## src/rtl/ccr_pkg.sv

```systemverilog
// register map, field layout, reset values and decode constants of the charger control bank
// assumes a single 250 MHz clock domain shared with the serial register interface
`default_nettype none

package ccr_pkg;

  // ****************************************
  // register offsets
  // ****************************************
  localparam logic [7:0] CCR_OFS_CURRENT = 8'h04; // precharge / termination current
  localparam logic [7:0] CCR_OFS_TIMERS  = 8'h05; // timers and termination
  localparam logic [7:0] CCR_OFS_ENABLES = 8'h06; // enables and thresholds

  // ****************************************
  // reset values
  // ****************************************
  localparam logic [7:0] CCR_RST_CURRENT = 8'h22;
  localparam logic [7:0] CCR_RST_TIMERS  = 8'h9d;
  localparam logic [7:0] CCR_RST_ENABLES = 8'h7d;
  localparam logic [7:0] CCR_RDATA_NONE  = 8'h00; // answer of an unmapped read

  // ****************************************
  // field positions
  // ****************************************
  localparam int CCR_TERM_EN_BIT   = 7;
  localparam int CCR_RSVD_BIT      = 6;
  localparam int CCR_WDOG_LSB      = 4;
  localparam int CCR_TIMER_EN_BIT  = 3;
  localparam int CCR_DUR_LSB       = 1;
  localparam int CCR_HALF_RATE_BIT = 0;
  localparam int CCR_BUCK_EN_BIT   = 7;
  localparam int CCR_AUTO_DET_BIT  = 6;
  localparam int CCR_THERM_LSB     = 4;
  localparam int CCR_CHG_EN_BIT    = 3;
  localparam int CCR_ENTRY_BIT     = 2;
  localparam int CCR_RECHG_LSB     = 0;
  localparam logic [7:0] CCR_KEEP_ON_WDOG = 8'h03; // recharge offset survives expiry

  // ****************************************
  // decode constants
  // ****************************************
  localparam logic [10:0] CCR_CUR_STEP_MA   = 11'h032; // 50 mA per step and offset
  localparam logic [8:0]  CCR_RECHG_STEP_MV = 9'h064;  // 100 mV per step and offset
  localparam logic [6:0]  CCR_THERM_BASE_C  = 7'h3c;   // 60 C
  localparam logic [6:0]  CCR_THERM_STEP_C  = 7'h14;   // 20 C
  localparam logic [12:0] CCR_ENTRY_LOW_MV  = 13'h15e0; // 5.6 V
  localparam logic [12:0] CCR_ENTRY_HIGH_MV = 13'h1770; // 6.0 V
  localparam logic [7:0]  CCR_WDOG_S40      = 8'h28;
  localparam logic [7:0]  CCR_WDOG_S80      = 8'h50;
  localparam logic [7:0]  CCR_WDOG_S160     = 8'ha0;
  localparam logic [4:0]  CCR_DUR_H5        = 5'h05;
  localparam logic [4:0]  CCR_DUR_H8        = 5'h08;
  localparam logic [4:0]  CCR_DUR_H12       = 5'h0c;
  localparam logic [4:0]  CCR_DUR_H20       = 5'h14;

  // whole state of the bank
  typedef struct packed {
    logic [7:0] r04;        // current codes
    logic [7:0] r05;        // timer settings, reserved bit kept zero
    logic [7:0] r06;        // enables and thresholds
    logic [7:0] rdata;      // read answer
    logic       wd_restart; // watchdog counter restart pulse
    logic       st_restart; // safety timer restart pulse
    logic       det_start;  // source detection start pulse
    logic [2:0] sync1;      // first synchroniser stage
    logic [2:0] sync2;      // second synchroniser stage
    logic       vbus_prev;  // vbus level one cycle ago
  } ccr_state_type;

endpackage : ccr_pkg

`default_nettype wire

```

## src/rtl/ccr_regs.sv

```systemverilog
// charger control register bank: three configuration bytes and their decoded settings
// assumes the serial slave delivers byte writes and reads as one-cycle strobes on mclk;
// the analog status levels arrive from outside the clock domain
`timescale 1ns/1ps
`default_nettype none

module ccr_regs
  import ccr_pkg::*;
(
  input  wire logic        mclk,                  // 250 MHz clock
  input  wire logic        reset_n,               // synchronous reset
  input  wire logic        reg_reset,             // register reset pulse
  input  wire logic        watchdog_expired,      // watchdog expiry pulse
  input  wire logic        watchdog_restart_bit,  // host wrote the restart bit
  input  wire logic        wr_en,                 // byte write strobe
  input  wire logic        rd_en,                 // byte read strobe
  input  wire logic [7:0]  addr,                  // register offset
  input  wire logic [7:0]  wdata,                 // write byte
  output logic      [7:0]  rdata,                 // read byte, one cycle after rd_en
  input  wire logic        input_reg_active,      // input regulation, async level
  input  wire logic        thermal_reg_active,    // thermal regulation, async level
  input  wire logic        vbus_present,          // vbus level, async
  output logic      [10:0] precharge_current_ma,  // precharge current
  output logic      [10:0] termination_current_ma,// termination current
  output logic             termination_enable,    // charge termination on
  output logic      [7:0]  watchdog_period_s,     // 0 means disabled
  output logic             watchdog_counter_restart, // restart pulse
  output logic             safety_timer_enable,   // safety timer on
  output logic      [4:0]  safety_timer_hours,    // fast charge limit
  output logic             safety_timer_restart,  // restart pulse
  output logic             safety_timer_slow,     // count at half rate
  output logic             charge_enable,         // charging on
  output logic             buck_output_active,    // otg buck on
  output logic             source_detect_start,   // detection start pulse
  output logic      [6:0]  thermal_threshold_c,   // regulation threshold
  output logic      [12:0] fast_charge_entry_mv,  // precharge exit voltage
  output logic      [8:0]  recharge_offset_mv     // below regulation voltage
);

  ccr_state_type st_q; // registered state
  ccr_state_type st_d; // next state
  logic          wr04; // write hits each register
  logic          wr05;
  logic          wr06;
  logic          rst_any;

  assign wr04    = wr_en && (addr == CCR_OFS_CURRENT);
  assign wr05    = wr_en && (addr == CCR_OFS_TIMERS);
  assign wr06    = wr_en && (addr == CCR_OFS_ENABLES);
  assign rst_any = reg_reset || watchdog_expired;

  // ****************************************
  // next state
  // ****************************************
  // resets win over a write in the same cycle, the host must rewrite afterwards
  always_comb
  begin
    st_d            = st_q;
    st_d.wd_restart = 1'b0;
    st_d.st_restart = 1'b0;
    st_d.det_start  = 1'b0;
    // two flop synchroniser, first stage read only by the second
    st_d.sync1      = {vbus_present, thermal_reg_active, input_reg_active};
    st_d.sync2      = st_q.sync1;
    st_d.vbus_prev  = st_q.sync2[2];
    if (!reset_n)
    begin
      st_d = '0;
      st_d.r04 = CCR_RST_CURRENT;
      st_d.r05 = CCR_RST_TIMERS;
      st_d.r06 = CCR_RST_ENABLES;
    end
    else
    begin
      if (rst_any)
      begin
        st_d.r04 = CCR_RST_CURRENT;
        st_d.r05 = CCR_RST_TIMERS;
        st_d.r06 = reg_reset ? CCR_RST_ENABLES :
                   ((CCR_RST_ENABLES & ~CCR_KEEP_ON_WDOG) | (st_q.r06 & CCR_KEEP_ON_WDOG));
      end
      else
      begin
        if (wr04)
          st_d.r04 = wdata;
        if (wr06)
          st_d.r06 = wdata;
        if (wr05)
        begin
          st_d.r05 = wdata & ~(8'h01 << CCR_RSVD_BIT);
          if (wdata[CCR_WDOG_LSB +: 2] != st_q.r05[CCR_WDOG_LSB +: 2])
            st_d.wd_restart = 1'b1;
          if (wdata[CCR_DUR_LSB +: 2] != st_q.r05[CCR_DUR_LSB +: 2])
            st_d.st_restart = 1'b1;
        end
      end
      if (watchdog_restart_bit)
        st_d.wd_restart = 1'b1;
      if (st_q.sync2[2] && !st_q.vbus_prev && st_q.r06[CCR_AUTO_DET_BIT])
        st_d.det_start = 1'b1;
      if (rd_en)
      begin
        case (addr)
          CCR_OFS_CURRENT: st_d.rdata = st_q.r04;
          CCR_OFS_TIMERS:  st_d.rdata = st_q.r05;
          CCR_OFS_ENABLES: st_d.rdata = st_q.r06;
          default:         st_d.rdata = CCR_RDATA_NONE;
        endcase
      end
    end
  end

  // state register
  always_ff @(posedge mclk)
  begin
    st_q <= st_d;
  end

  // ****************************************
  // field decode
  // ****************************************
  // code times step plus one step
  assign precharge_current_ma   = 11'(st_q.r04[7:4]) * CCR_CUR_STEP_MA + CCR_CUR_STEP_MA;
  assign termination_current_ma = 11'(st_q.r04[3:0]) * CCR_CUR_STEP_MA + CCR_CUR_STEP_MA;
  assign termination_enable     = st_q.r05[CCR_TERM_EN_BIT];
  assign safety_timer_enable    = st_q.r05[CCR_TIMER_EN_BIT];
  // slow only while a loop regulates
  assign safety_timer_slow      = st_q.r05[CCR_HALF_RATE_BIT] && (st_q.sync2[0] || st_q.sync2[1]);
  assign charge_enable          = st_q.r06[CCR_CHG_EN_BIT];
  assign buck_output_active     = st_q.r06[CCR_BUCK_EN_BIT] && !st_q.r06[CCR_CHG_EN_BIT];
  assign thermal_threshold_c    = CCR_THERM_BASE_C + 7'(st_q.r06[CCR_THERM_LSB +: 2]) * CCR_THERM_STEP_C;
  assign fast_charge_entry_mv   = st_q.r06[CCR_ENTRY_BIT] ? CCR_ENTRY_HIGH_MV : CCR_ENTRY_LOW_MV;
  assign recharge_offset_mv     = 9'(st_q.r06[CCR_RECHG_LSB +: 2]) * CCR_RECHG_STEP_MV + CCR_RECHG_STEP_MV;
  assign rdata                    = st_q.rdata;
  assign watchdog_counter_restart = st_q.wd_restart;
  assign safety_timer_restart     = st_q.st_restart;
  assign source_detect_start      = st_q.det_start;

  // period and duration lookups
  always_comb
  begin
    case (st_q.r05[CCR_WDOG_LSB +: 2])
      2'h0:    watchdog_period_s = 8'h00;
      2'h1:    watchdog_period_s = CCR_WDOG_S40;
      2'h2:    watchdog_period_s = CCR_WDOG_S80;
      default: watchdog_period_s = CCR_WDOG_S160;
    endcase
    case (st_q.r05[CCR_DUR_LSB +: 2])
      2'h0:    safety_timer_hours = CCR_DUR_H5;
      2'h1:    safety_timer_hours = CCR_DUR_H8;
      2'h2:    safety_timer_hours = CCR_DUR_H12;
      default: safety_timer_hours = CCR_DUR_H20;
    endcase
  end
endmodule : ccr_regs

`default_nettype wire

```

## config.mk

```make
export PLATFORM = sky130hd
export DESIGN_NAME = ccr_regs
export DESIGN_NICKNAME = d
export VERILOG_FILES = /design/src/rtl/ccr_pkg.sv /design/src/rtl/ccr_regs.sv
export SDC_FILE = /design/constraint.sdc
export NUM_CORES = 1
export LEC_CHECK = 0
export ABC_CLOCK_PERIOD_IN_PS = 2300
export BUFFER_PORTS_ARGS = -buffer_cell sky130_fd_sc_hd__buf_2
export CORE_MARGIN = 8
export CORE_UTILIZATION = 44
export CTS_BUF_LIST = sky130_fd_sc_hd__clkbuf_2 sky130_fd_sc_hd__clkbuf_4 sky130_fd_sc_hd__clkbuf_8
export CTS_CLUSTER_SIZE = 24
export DETAILED_ROUTE_END_ITERATION = 7
export PLACE_DENSITY = 0.83
export REMOVE_ABC_BUFFERS = 1
export SLEW_MARGIN = 10
export SYNTH_ARGS = -nofsm -noshare
export SYNTH_HDL_FRONTEND = slang
export SYNTH_SLANG_ARGS = --single-unit
```

## constraint.sdc

```tcl
create_clock -name mclk -period 2.3 [get_ports mclk]
set_input_delay 0.23 -clock mclk [delete_from_list [all_inputs] [get_ports mclk]]
set_output_delay 0.23 -clock mclk [all_outputs]
set_load 0.005 [all_outputs]
```

**Yosys cells after proc, flatten, opt, wreduce, memory -nomap -nowiden**

Index checks and enable logic that the tools add are counted.

- Input bits: 26
- Bits in read-only memories: 0
- Bits in registers: 41
- Bits in latches: 0
- Memory bits (writable): 0
- Memories: 0

- Multiplexer cells: 13
- Reduce and logical (&&, ||, !) cells: 17
- Bitwise logic cells: 2
- Shift operators: 0
- $mul: 4
- $add $sub $neg: 4
- Equal/unequal tests: 10
- Magnitude comparators: 0
- Div/mod/pow operators: 0

Operator list:

| cell | count |
|---|---|
| 8-bit one-hot mux with 3 select lines | 2 |
| 8-bit by 3-bit equality test with 1-bit output (second input constant) | 3 |
| 10-bit by 6-bit adder with 11-bit output (second input constant) | 2 |
| 4-bit by 5-bit multiplier with 9-bit output (second input constant) | 2 |
| 8-bit two-way mux | 2 |
| 5-bit one-hot mux with 3 select lines | 1 |
| 10-bit two-way mux | 1 |
| 9-bit by 7-bit adder with 9-bit output (second input constant) | 1 |
| 6-bit by 7-bit adder with 7-bit output (first input constant) | 1 |
| 1-bit logical AND | 7 |
| 2-bit by 5-bit multiplier with 7-bit output (second input constant) | 1 |
| 2-bit two-way mux | 3 |
| 2-bit by 3-bit multiplier with 5-bit output (second input constant) | 1 |
| 2-bit by 1-bit equality test with 1-bit output (second input constant) | 2 |
| 2-bit equality test (second input constant) | 2 |
| 2-bit zero test | 2 |
| 1-bit two-way mux | 4 |
| 2-bit != test | 2 |
| 3-bit OR reduction | 1 |
| 1-bit zero test | 2 |
| 1-bit logical OR | 2 |
| 2-bit != test (second input constant) | 1 |
| 1-bit inverter | 2 |
| 2-bit AND reduction | 1 |
| other kinds (2) | 2 |

**Depth between registers and ports, before layout**

Gate-level depths: netlist of run 1.

- Word-level depth: 5
- Mapped depth: 9

**Worst setup path before layout of run 1**

Ideal clock, no wire load.

- Kind: reg2out
- Start point: register st_q[34] (netlist bit)
- End point: output termination_current_ma[10]
- Arrival: 1.882 ns
- Required time: 2.070 ns
- Path buffers: 0
- Cell stages (with the launch flop): 7
- Slack: 0.188 ns
- Cell sequence: dfxtp_1 -> ha_1 -> ha_1 -> inv_1 -> fa_1 -> nor3_1 -> and3_1

- Longest elaborated chain between the ends: 2

Ends and longest elaborated chain:

| element | line | text |
|---|---|---|
| start: declaration | ccr_regs.sv:40 | `ccr_state_type st_q;` |
| start signal: assignment | ccr_regs.sv:116 | `st_q <= st_d;` |
| 4-bit by 5-bit multiplier with 9-bit output | ccr_regs.sv:124 | `assign termination_current_ma = 11'(st_q.r04[3:0]) * CCR_CUR_STEP_MA + CCR_CUR_STEP_MA;` |
| 10-bit by 6-bit adder with 11-bit output | ccr_regs.sv:124 |  |
| end: declaration | ccr_regs.sv:24 | `output logic [10:0] termination_current_ma,` |

Every way passes these cells.

**Worst setup path after layout of run 1**

- Start point: register st_q[35] (netlist bit)
- End point: output termination_current_ma[9]

The elaborated chain is that of the path after synthesis.

==> results.py, run 1 <==
metrics = {
    "timing": {
        "finalWorstSetupSlack_ns": -0.102,
        "tightest_slew_ns": 0.653,
        "finalSetupViolCount": 8,
        "hold_viol_final": 0,
        "fmax_mhz": 416,
        "maxSlewViolCount": 0,
        "fin_skew_ns": 0.00370,
        "relSlewSlack_pct": 56.5,
        "rsz0062_at_grt": "yes",
        "finalCritPeriodShare_pct": 104,
        "layout_min_cycle_time_ns": 2.40,
    },
    "worst_setup_path": {
        "reg2reg_to": "rdata[0]",
        "critPathArrivalTime_ns": 2.17,
        "critPathRequiredTime_ns": 2.07,
        "ff2ff_path_depth": 6,
        "r2r_slack_ns": 1.14,
        "r2r-start": "st_q[34]",
        "end_kind": "primary output",
        "crit_fanout": 4,
        "cp-start-kind": "flop",
        "crit_type": "reg -> out",
    },
    "global_routing": {
        "grt_use_total_pct": 15.7,
        "grt_max_degree": 20,
        "gr-total-overflow": 0,
        "grt_pass1_wl_um": 11600,
        "grt_pass1_vias": 2492,
        "antenna_found_initial": 0,
    },
    "die": {
        "core_mm2": 0.00631,
        "pin_count": 106,
        "floorplan.initialDensity_pct": 45.1,
        "core.rowCount": 29,
        "die_x_um": 96.5,
        "dieArea_mm2": 0.00931,
        "die_height_um": 96.5,
    },
    "layout": {
        "syn2layout_area_growth_pct": 29.7,
        "final_cells": 490,
        "fin_util_pct": 58.5,
        "n_fill_cell": 541,
        "antenna_cells": 0,
        "drive_gt1_share_pct": 38.7,
        "final_common_cell": "buf_2",
        "final_cell_mix": "buf_2, dfxtp_1, inv_1",
        "design.final.nets": 468,
    },
    "placement": {
        "place.gp.congestion": 0.796,
        "dp_hpwl_um": 5530,
        "io_buffers": 85,
        "dpl_worst_slack_ns": -0.00399,
        "placed_cells": 470,
    },
    "cts": {
        "hold_buffers": 0,
        "cts_tree": "built",
        "clockRootBuffer": "clkbuf_8",
        "numCtsBuffers": 5,
        "path_clk_slew_ns": 0.08,
        "clockBufferDepth": 2,
        "cts_sinks": 41,
        "clock_latency_ns": 0.30,
        "h-tree-depth": 2,
    },
    "worst_hold_path": {
        "hold-path-endpoint": "st_q[5]",
        "min_path_cells": 2,
        "hold_class": "in -> reg",
        "holdCritStartpoint": "thermal_reg_active",
    },
    "synth": {
        "synth_cells": 325,
        "ys_ff_latch": 41,
        "synthArstFlopShare_pct": 0,
        "ys_types": 38,
        "ys_warn_count": 0,
        "synthesis.area_mm2": 0.00285,
        "synth_flop_cell": "dfxtp_1",
        "synth_edf_count": 0,
        "syn_area_per_cell_um2": 8.77,
        "yosysSeqAreaShare_pct": 28.8,
    },
    "power": {
        "power.density_mw_per_mm2": 386,
        "peakVddDrop_mv": 0.320,
        "power_leakage_uw": 0.00175,
    },
    "status": {
        "outcome": "complete, but fails checks",
        "violations": "setup timing",
    },
    "detailed_routing": {
        "dr_wl_met2_um": 3890,
        "routed.top_layer": "met4",
        "drc": 0,
        "route.met3.wl_um": 553,
        "drtAntennaViolNets": 0,
        "via_count": 2490,
        "via_per_inst": 5.08,
        "drt_iter0_drc": 192,
        "drt-pass1-iter-count": 4,
        "routedWlPerCell_um": 15.6,
        "wl_met1_um": 2990,
        "routed_wl_um": 7650,
    },
    "job": {
        "maxCapViolations": 0,
    },
}
[cell families (layout without fill, tap and decap cells)]
family	count (synthesis)	count (layout)	share of synthesized area, %
DFF	41	41	28.8
other	2	20	0.264
buffers and inverters	73	143	14.4
AOI/OAI and AO/OA	49	49	12.9
and+or+nand+nor	90	90	16.9
xor gates and xnor gates	24	24	7.38
adders and majority gates	30	30	13.7
muxes	16	16	5.62
[worst max path at each step]
stage	start	end	cells past startpoint
floorplan	st_q[34]	termination_current_ma[10]	6
global placement	st_q[38]	precharge_current_ma[10]	8
detailed placement	st_q[34]	termination_current_ma[10]	7
CTS	st_q[34]	termination_current_ma[9]	9
global route	st_q[35]	termination_current_ma[9]	9
finish	st_q[35]	termination_current_ma[9]	9
[critical path: stages (launching register included)]
cell,delay [ns]
dfxtp_4,0.37
ha_4,0.28
ha_4,0.13
inv_2,0.04
fa_2,0.36
xor2_2,0.19
nor3_2,0.17
nand2_1,0.08
xnor2_1,0.13
buf_2,0.13
[registers in the layout, summed over array words and instances (netlist names)]
signal                    flops
rdata                         8
safety_timer_enable           1
st_q                         27
source_detect_start           1
safety_timer_restart          1
watchdog_counter_restart      1
termination_enable            1
charge_enable                 1
[synth_stat cells (all sizes together), types with 8 or more instances]
master / n / area, µm²
xnor2: 13 / 114
a21oi: 13 / 65.1
nand3: 9 / 45.0
dfxtp: 41 / 821
ha: 28 / 350
buf: 36 / 272
xor2: 11 / 96.3
clkbuf: 8 / 30.0
mux2i: 16 / 160
nand2: 16 / 60.1
o2bb2ai: 9 / 78.8
nor3: 12 / 60.1
nor2b: 13 / 81.3
inv: 29 / 109
nor2: 12 / 45.0
and2: 8 / 50.1
[metrics by stage]
| step | hold slack, ns | cell area, µm² | power, µW | setup TNS, ns |
|---|---|---|---|---|
| final | 0.135 | 3690 | 1430 | -0.482 |
| after global routing | 0.130 | 3690 | 1480 | -1.22 |
| after CTS | 0.130 | 3570 | 1430 | -0.562 |
| after detailed placement | 0.422 | 3200 | 843 | -0.00764 |
| after global placement | 0.415 | 3200 | 841 | 0 |
| after floorplan | 0.348 | 2620 | 787 | 0 |
[cell type report]
| class | count | area (µm²) | area share, % |
|---|---|---|---|
| multi-input cells | 229 | 1940 | 52.5 |
| flip-flops and latches | 41 | 846 | 22.9 |
| repair buffers | 106 | 583 | 15.8 |
| inverters | 29 | 111 | 3.01 |
| well taps | 77 | 96.3 | 2.61 |
| clock buffers | 6 | 82.6 | 2.24 |
| clock inverters | 2 | 37.5 | 1.02 |
[metal layers]
layer,vias up,GRT usage [%]
met5,-,0
met4,0,7.94
met3,16,2.63
met2,102,27.7
met1,1160,17.8
li1,1212,-
[power breakdown]
| group | leakage (µW) | internal [µW] | switching, µW | total (µW) |
|---|---|---|---|---|
| sequential | 0.000337 | 709 | 1.39 | 710 |
| combinational | 0.00135 | 44.3 | 69.0 | 113 |
| clock | 0.0000574 | 353 | 251 | 603 |
| total | 0.00175 | 1110 | 321 | 1430 |
[repair_timing]
item | CTS | global route
endpoints found under the hold margin | 0 | 0
pin swaps | 18 | 16
gates resized for setup | 44 | 14
endpoints found under the setup margin | 9 | 8
setup buffers | 8 | 4
Power figures use the tool's default switching activity.
==> inputs of run 2 (changes only) <==
--- a/config.mk
+++ b/config.mk
@@ -5,6 +5,7 @@
 export SDC_FILE = /design/constraint.sdc
 export NUM_CORES = 1
 export LEC_CHECK = 0
+export ABC_AREA = 1
 export ABC_CLOCK_PERIOD_IN_PS = 2300
 export BUFFER_PORTS_ARGS = -buffer_cell sky130_fd_sc_hd__buf_2
 export CORE_MARGIN = 8
@@ -12,7 +13,7 @@
 export CTS_BUF_LIST = sky130_fd_sc_hd__clkbuf_2 sky130_fd_sc_hd__clkbuf_4 sky130_fd_sc_hd__clkbuf_8
 export CTS_CLUSTER_SIZE = 24
 export DETAILED_ROUTE_END_ITERATION = 7
-export PLACE_DENSITY = 0.83
+export PLACE_DENSITY = 0.82
 export REMOVE_ABC_BUFFERS = 1
 export SLEW_MARGIN = 10
 export SYNTH_ARGS = -nofsm -noshare
==> constraint.sdc (replaced) <==
create_clock -name mclk -period 2.3 [get_ports mclk]
set_input_delay 0.23 -clock mclk [delete_from_list [all_inputs] [get_ports mclk]]
set_output_delay 0.23 -clock mclk [all_outputs]
set_load 0.05 [all_outputs]
==> run 2 against run 1 <==
Net effect: first-iteration DRC count increased by 24%; wire length increased by 5.5%; critical path type unchanged; hold slack got worse by 0.018 ns; maximum frequency decreased by 5.1%; non-clock buffer count increased by 2; register-to-register slack improved by 0.04 ns; clock power decreased by 8.1%; the flow still finishes with violations (setup timing); core utilization increased by 0.37 points; largest power group unchanged.
==> results.py, run 2 <==
metrics = {
    "worst_setup_path": {
        "path_cells": "ha_4 > ha_4 > inv_2 > fa_2 > nand2_2 > nand2_4 > nor3b_4 > xor2_1 > buf_4",
        "critPathRequiredTime_ns": 2.07,
        "crit_type": "reg -> out",
        "crit_fanout": 3,
        "end_kind": "primary output",
        "cp_top_family": "adder cells",
        "worst_path_max_delay_cell": "dfxtp_4",
        "cp-start-kind": "flop",
        "critPathArrivalTime_ns": 2.30,
        "critPathBufInv": 2,
        "crit_top_cell": "ha_4",
        "cp_slowest_stage_delay_ns": 0.37,
    },
    "detailed_routing": {
        "routed_wl_um": 8070,
        "drtAntennaViolNets": 0,
        "via_count": 2779,
        "routedWlPerCell_um": 14.3,
        "drt_iter0_drc": 238,
        "via_per_inst": 4.91,
        "drt-pass1-iter-count": 4,
        "drc": 0,
    },
    "status": {
        "outcome": "complete, but fails checks",
        "violations": "setup timing",
    },
    "timing": {
        "fin_skew_ns": 0.00892,
        "hold_viol_final": 0,
        "fmax_mhz": 395,
        "relSlewSlack_pct": 62.2,
        "finalSetupViolCount": 10,
        "maxSlewViolCount": 0,
        "tightest_slew_ns": 0.566,
        "layout_min_cycle_time_ns": 2.53,
        "finalWorstSetupSlack_ns": -0.233,
        "rsz0062_at_grt": "yes",
        "finalCritPeriodShare_pct": 110,
        "holdWs_ns": 0.117,
    },
    "placement": {
        "place_area_mm2": 0.00336,
        "placed_cells": 550,
        "place.gp.congestion": 0.854,
        "io_buffers": 85,
        "dp_hpwl_um": 6060,
    },
    "layout": {
        "fin_util_pct": 58.9,
        "final_cell_mix": "buf_2, nand2_1, inv_1",
        "syn2layout_area_growth_pct": 32.3,
        "final_common_cell": "buf_2",
        "drive_gt1_share_pct": 40.9,
        "design.final.nets": 542,
        "design_area_mm2": 0.00394,
        "antenna_cells": 0,
        "n_fill_cell": 605,
        "regMostFlops": "st_q",
        "largest_reg_flops": 27,
        "final_cells": 566,
    },
    "die": {
        "dieArea_mm2": 0.00965,
        "die_height_um": 98.2,
        "core_mm2": 0.00668,
        "die_x_um": 98.2,
        "floorplan.initialDensity_pct": 44.5,
        "core.rowCount": 30,
        "pin_count": 106,
    },
    "synth": {
        "yosysTopAreaCell": "dfxtp_1",
        "yosys-top-cells-count": "nand2_1, inv_1, nand3_1",
        "synth_flop_cell": "dfxtp_1",
        "synthTopCellsByArea": "dfxtp_1, ha_1, buf_4, nand2_1, nand3_1",
        "ys_ff_latch": 41,
        "synth.most_common_cell": "nand2_1",
        "synth_edf_count": 0,
        "syn_area_per_cell_um2": 7.55,
        "synthArstFlopShare_pct": 0,
        "ys_warn_count": 0,
        "synthesis.area_mm2": 0.00298,
        "yosysSeqAreaShare_pct": 27.6,
        "ys_types": 35,
        "synth_top_area_share_pct": 27.6,
        "synth_cells": 394,
    },
    "power": {
        "clkPwrFrac_pct": 37.0,
        "combPwrFrac_pct": 15.0,
        "p_seq_share_pct": 48.0,
        "p_int_uw": 1070,
        "finalPower_uw": 1500,
        "p_switching_uw": 424,
        "power_leakage_uw": 0.00195,
        "power.density_mw_per_mm2": 380,
        "switching_share_pct": 28.3,
        "peakVddDrop_mv": 0.285,
    },
    "worst_hold_path": {
        "hold_class": "in -> reg",
    },
    "cts": {
        "clockRootBuffer": "clkbuf_8",
        "h-tree-depth": 2,
        "clock_latency_ns": 0.29,
        "cts_sinks": 41,
        "hold_buffers": 0,
        "clockBufferDepth": 2,
        "numCtsBuffers": 5,
        "path_clk_slew_ns": 0.08,
        "cts_tree": "built",
    },
    "global_routing": {
        "gr-total-overflow": 0,
        "antenna_found_initial": 0,
        "grt_max_degree": 25,
        "grt_use_total_pct": 16.2,
        "grt_pass1_wl_um": 12900,
        "grt_pass1_vias": 2842,
    },
    "job": {
        "maxCapViolations": 0,
    },
}
run 2: changes by cell type in the layout (fill, tap and decap cells not counted), moves of 8 or more:
cell,delta
nor3_1,-9
a21oi_2,+8
o21ai_1,+13
nand3_1,+33
nor2_1,+8
nor2_4,+8
nor2b_1,-13
nand2_2,+9
mux2i_1,-16
inv_1,+23
nand2_1,+42
and2_1,-8
buf_2,-10
run 2: cell type report:
class / count / area (µm²) / area share [%]
clock buffers: 5 / 68.8 / 1.75
repair buffers: 108 / 682 / 17.3
multi-input cells: 271 / 1990 / 50.5
well taps: 80 / 100 / 2.54
flip-flops and latches: 41 / 838 / 21.3
clock inverters: 2 / 35.0 / 0.890
inverters: 59 / 224 / 5.69
run 2: path summary, 6_finish.rpt:
path / start / end / slack, ns / cells after the start
hold reg to reg: st_q[0] / source_detect_start / 0.38 / 1
setup / recovery: st_q[39] / precharge_current_ma[8] / -0.23 / 9
setup reg to reg: st_q[31] / watchdog_counter_restart / 1.18 / 5
hold / removal: thermal_reg_active / st_q[5] / 0.12 / 3
run 2: per-stage QoR:
stage | setup slack [ns] | setup TNS, ns
6_report | -0.233 | -1.59
5_1_grt | -0.298 | -2.31
4_1_cts | -0.195 | -1.35
3_5_place_dp | -0.140 | -0.430
3_3_place_gp | -0.00453 | -0.00453
2_1_floorplan | -0.734 | -5.88
run 2: power groups by stage:
| stage | Combinational (µW) | Clock, µW | Sequential, µW |
|---|---|---|---|
| global route | 239 | 593 | 719 |
| finish | 225 | 554 | 718 |
| floorplan | 158 | 0 | 743 |
| detailed placement | 223 | 0 | 738 |
| global placement | 219 | 0 | 738 |
| CTS | 224 | 563 | 719 |
run 2: routing by layer:
metal	up-vias	track usage, %	wire length [µm]
met4	0	6.38	188
li1	1363	-	-
met3	20	4.69	729
met1	1267	17.4	3080
met5	-	0	0
met2	129	29.0	4070
run 2: tightest hold or removal path: stages:
cell and delay, ns:
buf_2 0.07, nand2_1 0.04, inv_1 0.04
run 2: cell families after synthesis:
family | synth area share (%)
compound gates | 8.49
xor+xnor | 6.48
fa+ha+maj | 13.1
buf+inv | 17.8
flops | 27.6
other cells | 0.252
simple gates | 26.2
run 2: timing repair:
action / in CTS / in global routing
pin swaps: 24 / 12
hold endpoints to repair: 0 / 0
buffers inserted: 7 / 2
setup endpoints to repair: 10 / 10
gates resized for setup: 59 / 31
==> inputs of run 3 (changes only) <==
--- a/config.mk
+++ b/config.mk
@@ -6,7 +6,7 @@
 export NUM_CORES = 1
 export LEC_CHECK = 0
 export ABC_AREA = 1
-export ABC_CLOCK_PERIOD_IN_PS = 2300
+export ABC_CLOCK_PERIOD_IN_PS = 3100
 export BUFFER_PORTS_ARGS = -buffer_cell sky130_fd_sc_hd__buf_2
 export CORE_MARGIN = 8
 export CORE_UTILIZATION = 44
==> constraint.sdc (replaced) <==
create_clock -name mclk -period 3.1 [get_ports mclk]
set_input_delay 0.31 -clock mclk [delete_from_list [all_inputs] [get_ports mclk]]
set_output_delay 0.31 -clock mclk [all_outputs]
set_load 0.05 [all_outputs]
==> run 3 against run 2 <==
Net effect: the flow now finishes without violations; final cell count down 3.9%; non-clock buffer count fell by 23; combinational power is 26% lower; sequential power decreased by 25%; die area unchanged; largest power group unchanged.
==> results.py, run 3 (synthesis gave the netlist of run 2 again) <==
metrics = {
    "cts": {
        "clockBufferDepth": 2,
        "post_cts_resized": 0,
        "postCtsSetupBuffers": 0,
        "clockRootBuffer": "clkbuf_8",
        "clock_latency_ns": 0.30,
        "cts_sinks": 41,
        "numCtsBuffers": 5,
        "cts_tree": "built",
        "h-tree-depth": 2,
        "hold_buffers": 0,
        "path_clk_slew_ns": 0.08,
    },
    "placement": {
        "place.gp.congestion": 0.905,
        "placed_cells": 536,
        "dp_hpwl_um": 5950,
        "dpl_worst_slack_ns": 0.567,
        "io_buffers": 85,
    },
    "timing": {
        "fmax_mhz": 348,
        "layout_min_cycle_time_ns": 2.87,
        "finalSetupViolCount": 0,
        "rsz0062_at_grt": "no",
        "setup_tns_ns": 0,
        "relSlewSlack_pct": 62.5,
        "finalCritPeriodShare_pct": 92.6,
        "fin_skew_ns": 0.00458,
        "maxSlewViolCount": 0,
        "tightest_slew_ns": 0.562,
        "hold_viol_final": 0,
        "finalWorstSetupSlack_ns": 0.230,
    },
    "die": {
        "floorplan.initialDensity_pct": 44.5,
        "pin_count": 106,
        "dieArea_mm2": 0.00965,
        "core.rowCount": 30,
        "die_x_um": 98.2,
        "die_height_um": 98.2,
        "core_mm2": 0.00668,
    },
    "power": {
        "switching_share_pct": 28.5,
        "p_seq_share_pct": 46.3,
        "power_leakage_uw": 0.00180,
        "power.density_mw_per_mm2": 342,
        "combPwrFrac_pct": 14.4,
        "peakVddDrop_mv": 0.253,
        "p_switching_uw": 329,
        "p_int_uw": 826,
        "clkPwrFrac_pct": 39.3,
    },
    "detailed_routing": {
        "routed_wl_um": 7210,
        "drt-pass1-iter-count": 4,
        "routedWlPerCell_um": 13.3,
        "via_count": 2626,
        "drtAntennaViolNets": 0,
        "drt_iter0_drc": 199,
        "via_per_inst": 4.83,
        "drc": 0,
    },
    "worst_setup_path": {
        "path_cells": "ha_1 > ha_1 > inv_1 > fa_1 > nand2_1 > nand2_1 > nor3b_1 > nand2_1 > nor2_1 > buf_2",
        "crit_type": "reg -> out",
        "critPathBufInv": 2,
        "cp-start-kind": "flop",
        "r2r-start": "st_q[31]",
        "worstSetupStartpoint": "st_q[38]",
        "crit_top_cell": "nand2_1",
        "crit_fanout": 5,
        "cp_slowest_stage_delay_ns": 0.40,
        "critPathArrivalTime_ns": 2.56,
        "cp_top_family": "adder cells",
        "critPathRequiredTime_ns": 2.79,
        "worst_path_max_delay_cell": "fa_1",
        "end_kind": "primary output",
    },
    "layout": {
        "drive_gt1_share_pct": 26.7,
        "antenna_cells": 0,
        "final_common_cell": "buf_2",
        "regMostFlops": "st_q",
        "syn2layout_area_growth_pct": 13.6,
        "largest_reg_flops": 27,
        "design.final.nets": 519,
        "final_cells": 544,
        "final_cell_mix": "buf_2, nand2_1, inv_1",
    },
    "global_routing": {
        "grt_pass1_vias": 2671,
        "antenna_found_initial": 0,
        "grt_max_degree": 25,
        "gr-total-overflow": 0,
        "grt_use_total_pct": 15.1,
        "grt_pass1_wl_um": 12100,
    },
    "job": {
        "maxCapViolations": 0,
    },
    "worst_hold_path": {
        "holdCritStartpoint": "thermal_reg_active",
        "hold_class": "in -> reg",
    },
    "status": {
        "outcome": "completed",
    },
}
==> run 3: changes by cell type in the layout (fill, tap and decap cells not counted), moves of 4 or more <==
cell / change
nand2_2: -5
dfxtp_2: -5
inv_1: +8
ha_4: -10
nor2_4: -4
ha_1: +12
buf_6: -7
buf_4: -23
inv_2: -7
buf_2: +10
dfxtp_1: +8
nand2_1: +8
nor2_1: +6
==> run 3: area by class of cell <==
type	instances	area, µm²
Fill cell	675	3300
Multi-Input combinational cell	271	1690
Sequential cell	41	821
Timing Repair Buffer	85	425
Inverter	59	221
Tap cell	80	100
Clock buffer	6	82.6
Clock inverter	2	37.5
==> run 3: worst paths after layout <==
check | to | slack (ns) | cells after the start
worst min register to register | source_detect_start | 0.38 | 1
worst max-delay path | precharge_current_ma[10] | 0.23 | 10
worst min-delay path | st_q[5] | 0.18 | 3
worst max register to register | watchdog_counter_restart | 1.98 | 5
==> run 3: power groups by stage <==
stage                     logic (µW)  registers (µW)  clock network, µW
after floorplan                  117             551                  0
after global placement           163             547                  0
after detailed placement         165             547                  0
after CTS                        165             535                459
after global routing             178             536                483
final                            166             535                454
==> run 3: through the flow <==
| step | power [µW] | hold slack (ns) | area [µm²] | utilization (%) |
|---|---|---|---|---|
| 2_1_floorplan | 669 | 0.366 | 2730 | - |
| 3_3_place_gp | 710 | 0.375 | 3260 | 48.8 |
| 3_5_place_dp | 713 | 0.375 | 3260 | 48.8 |
| 4_1_cts | 1160 | 0.179 | 3380 | 50.6 |
| 5_1_grt | 1200 | 0.186 | 3380 | 50.6 |
| 6_report | 1150 | 0.181 | 3380 | 50.6 |
==> run 3: worst reg2reg max path: stages, from the launching register on <==
cell,delay [ns]
dfxtp_1,0.39
inv_1,0.10
or2_2,0.28
nand4_1,0.07
nand3_1,0.08
a21oi_1,0.12
==> run 3: per-layer routing <==
layer  part of all wire (%)  vias to the layer above  wire length [µm]  track usage [%]
li1                       -                     1321                 -                -
met1                     43                     1206              3130             17.3
met2                     48                       88              3460             25.4
met3                    6.7                       11               483             4.55
met4                    1.8                        0               133             6.85
met5                      0                        -                 0                0
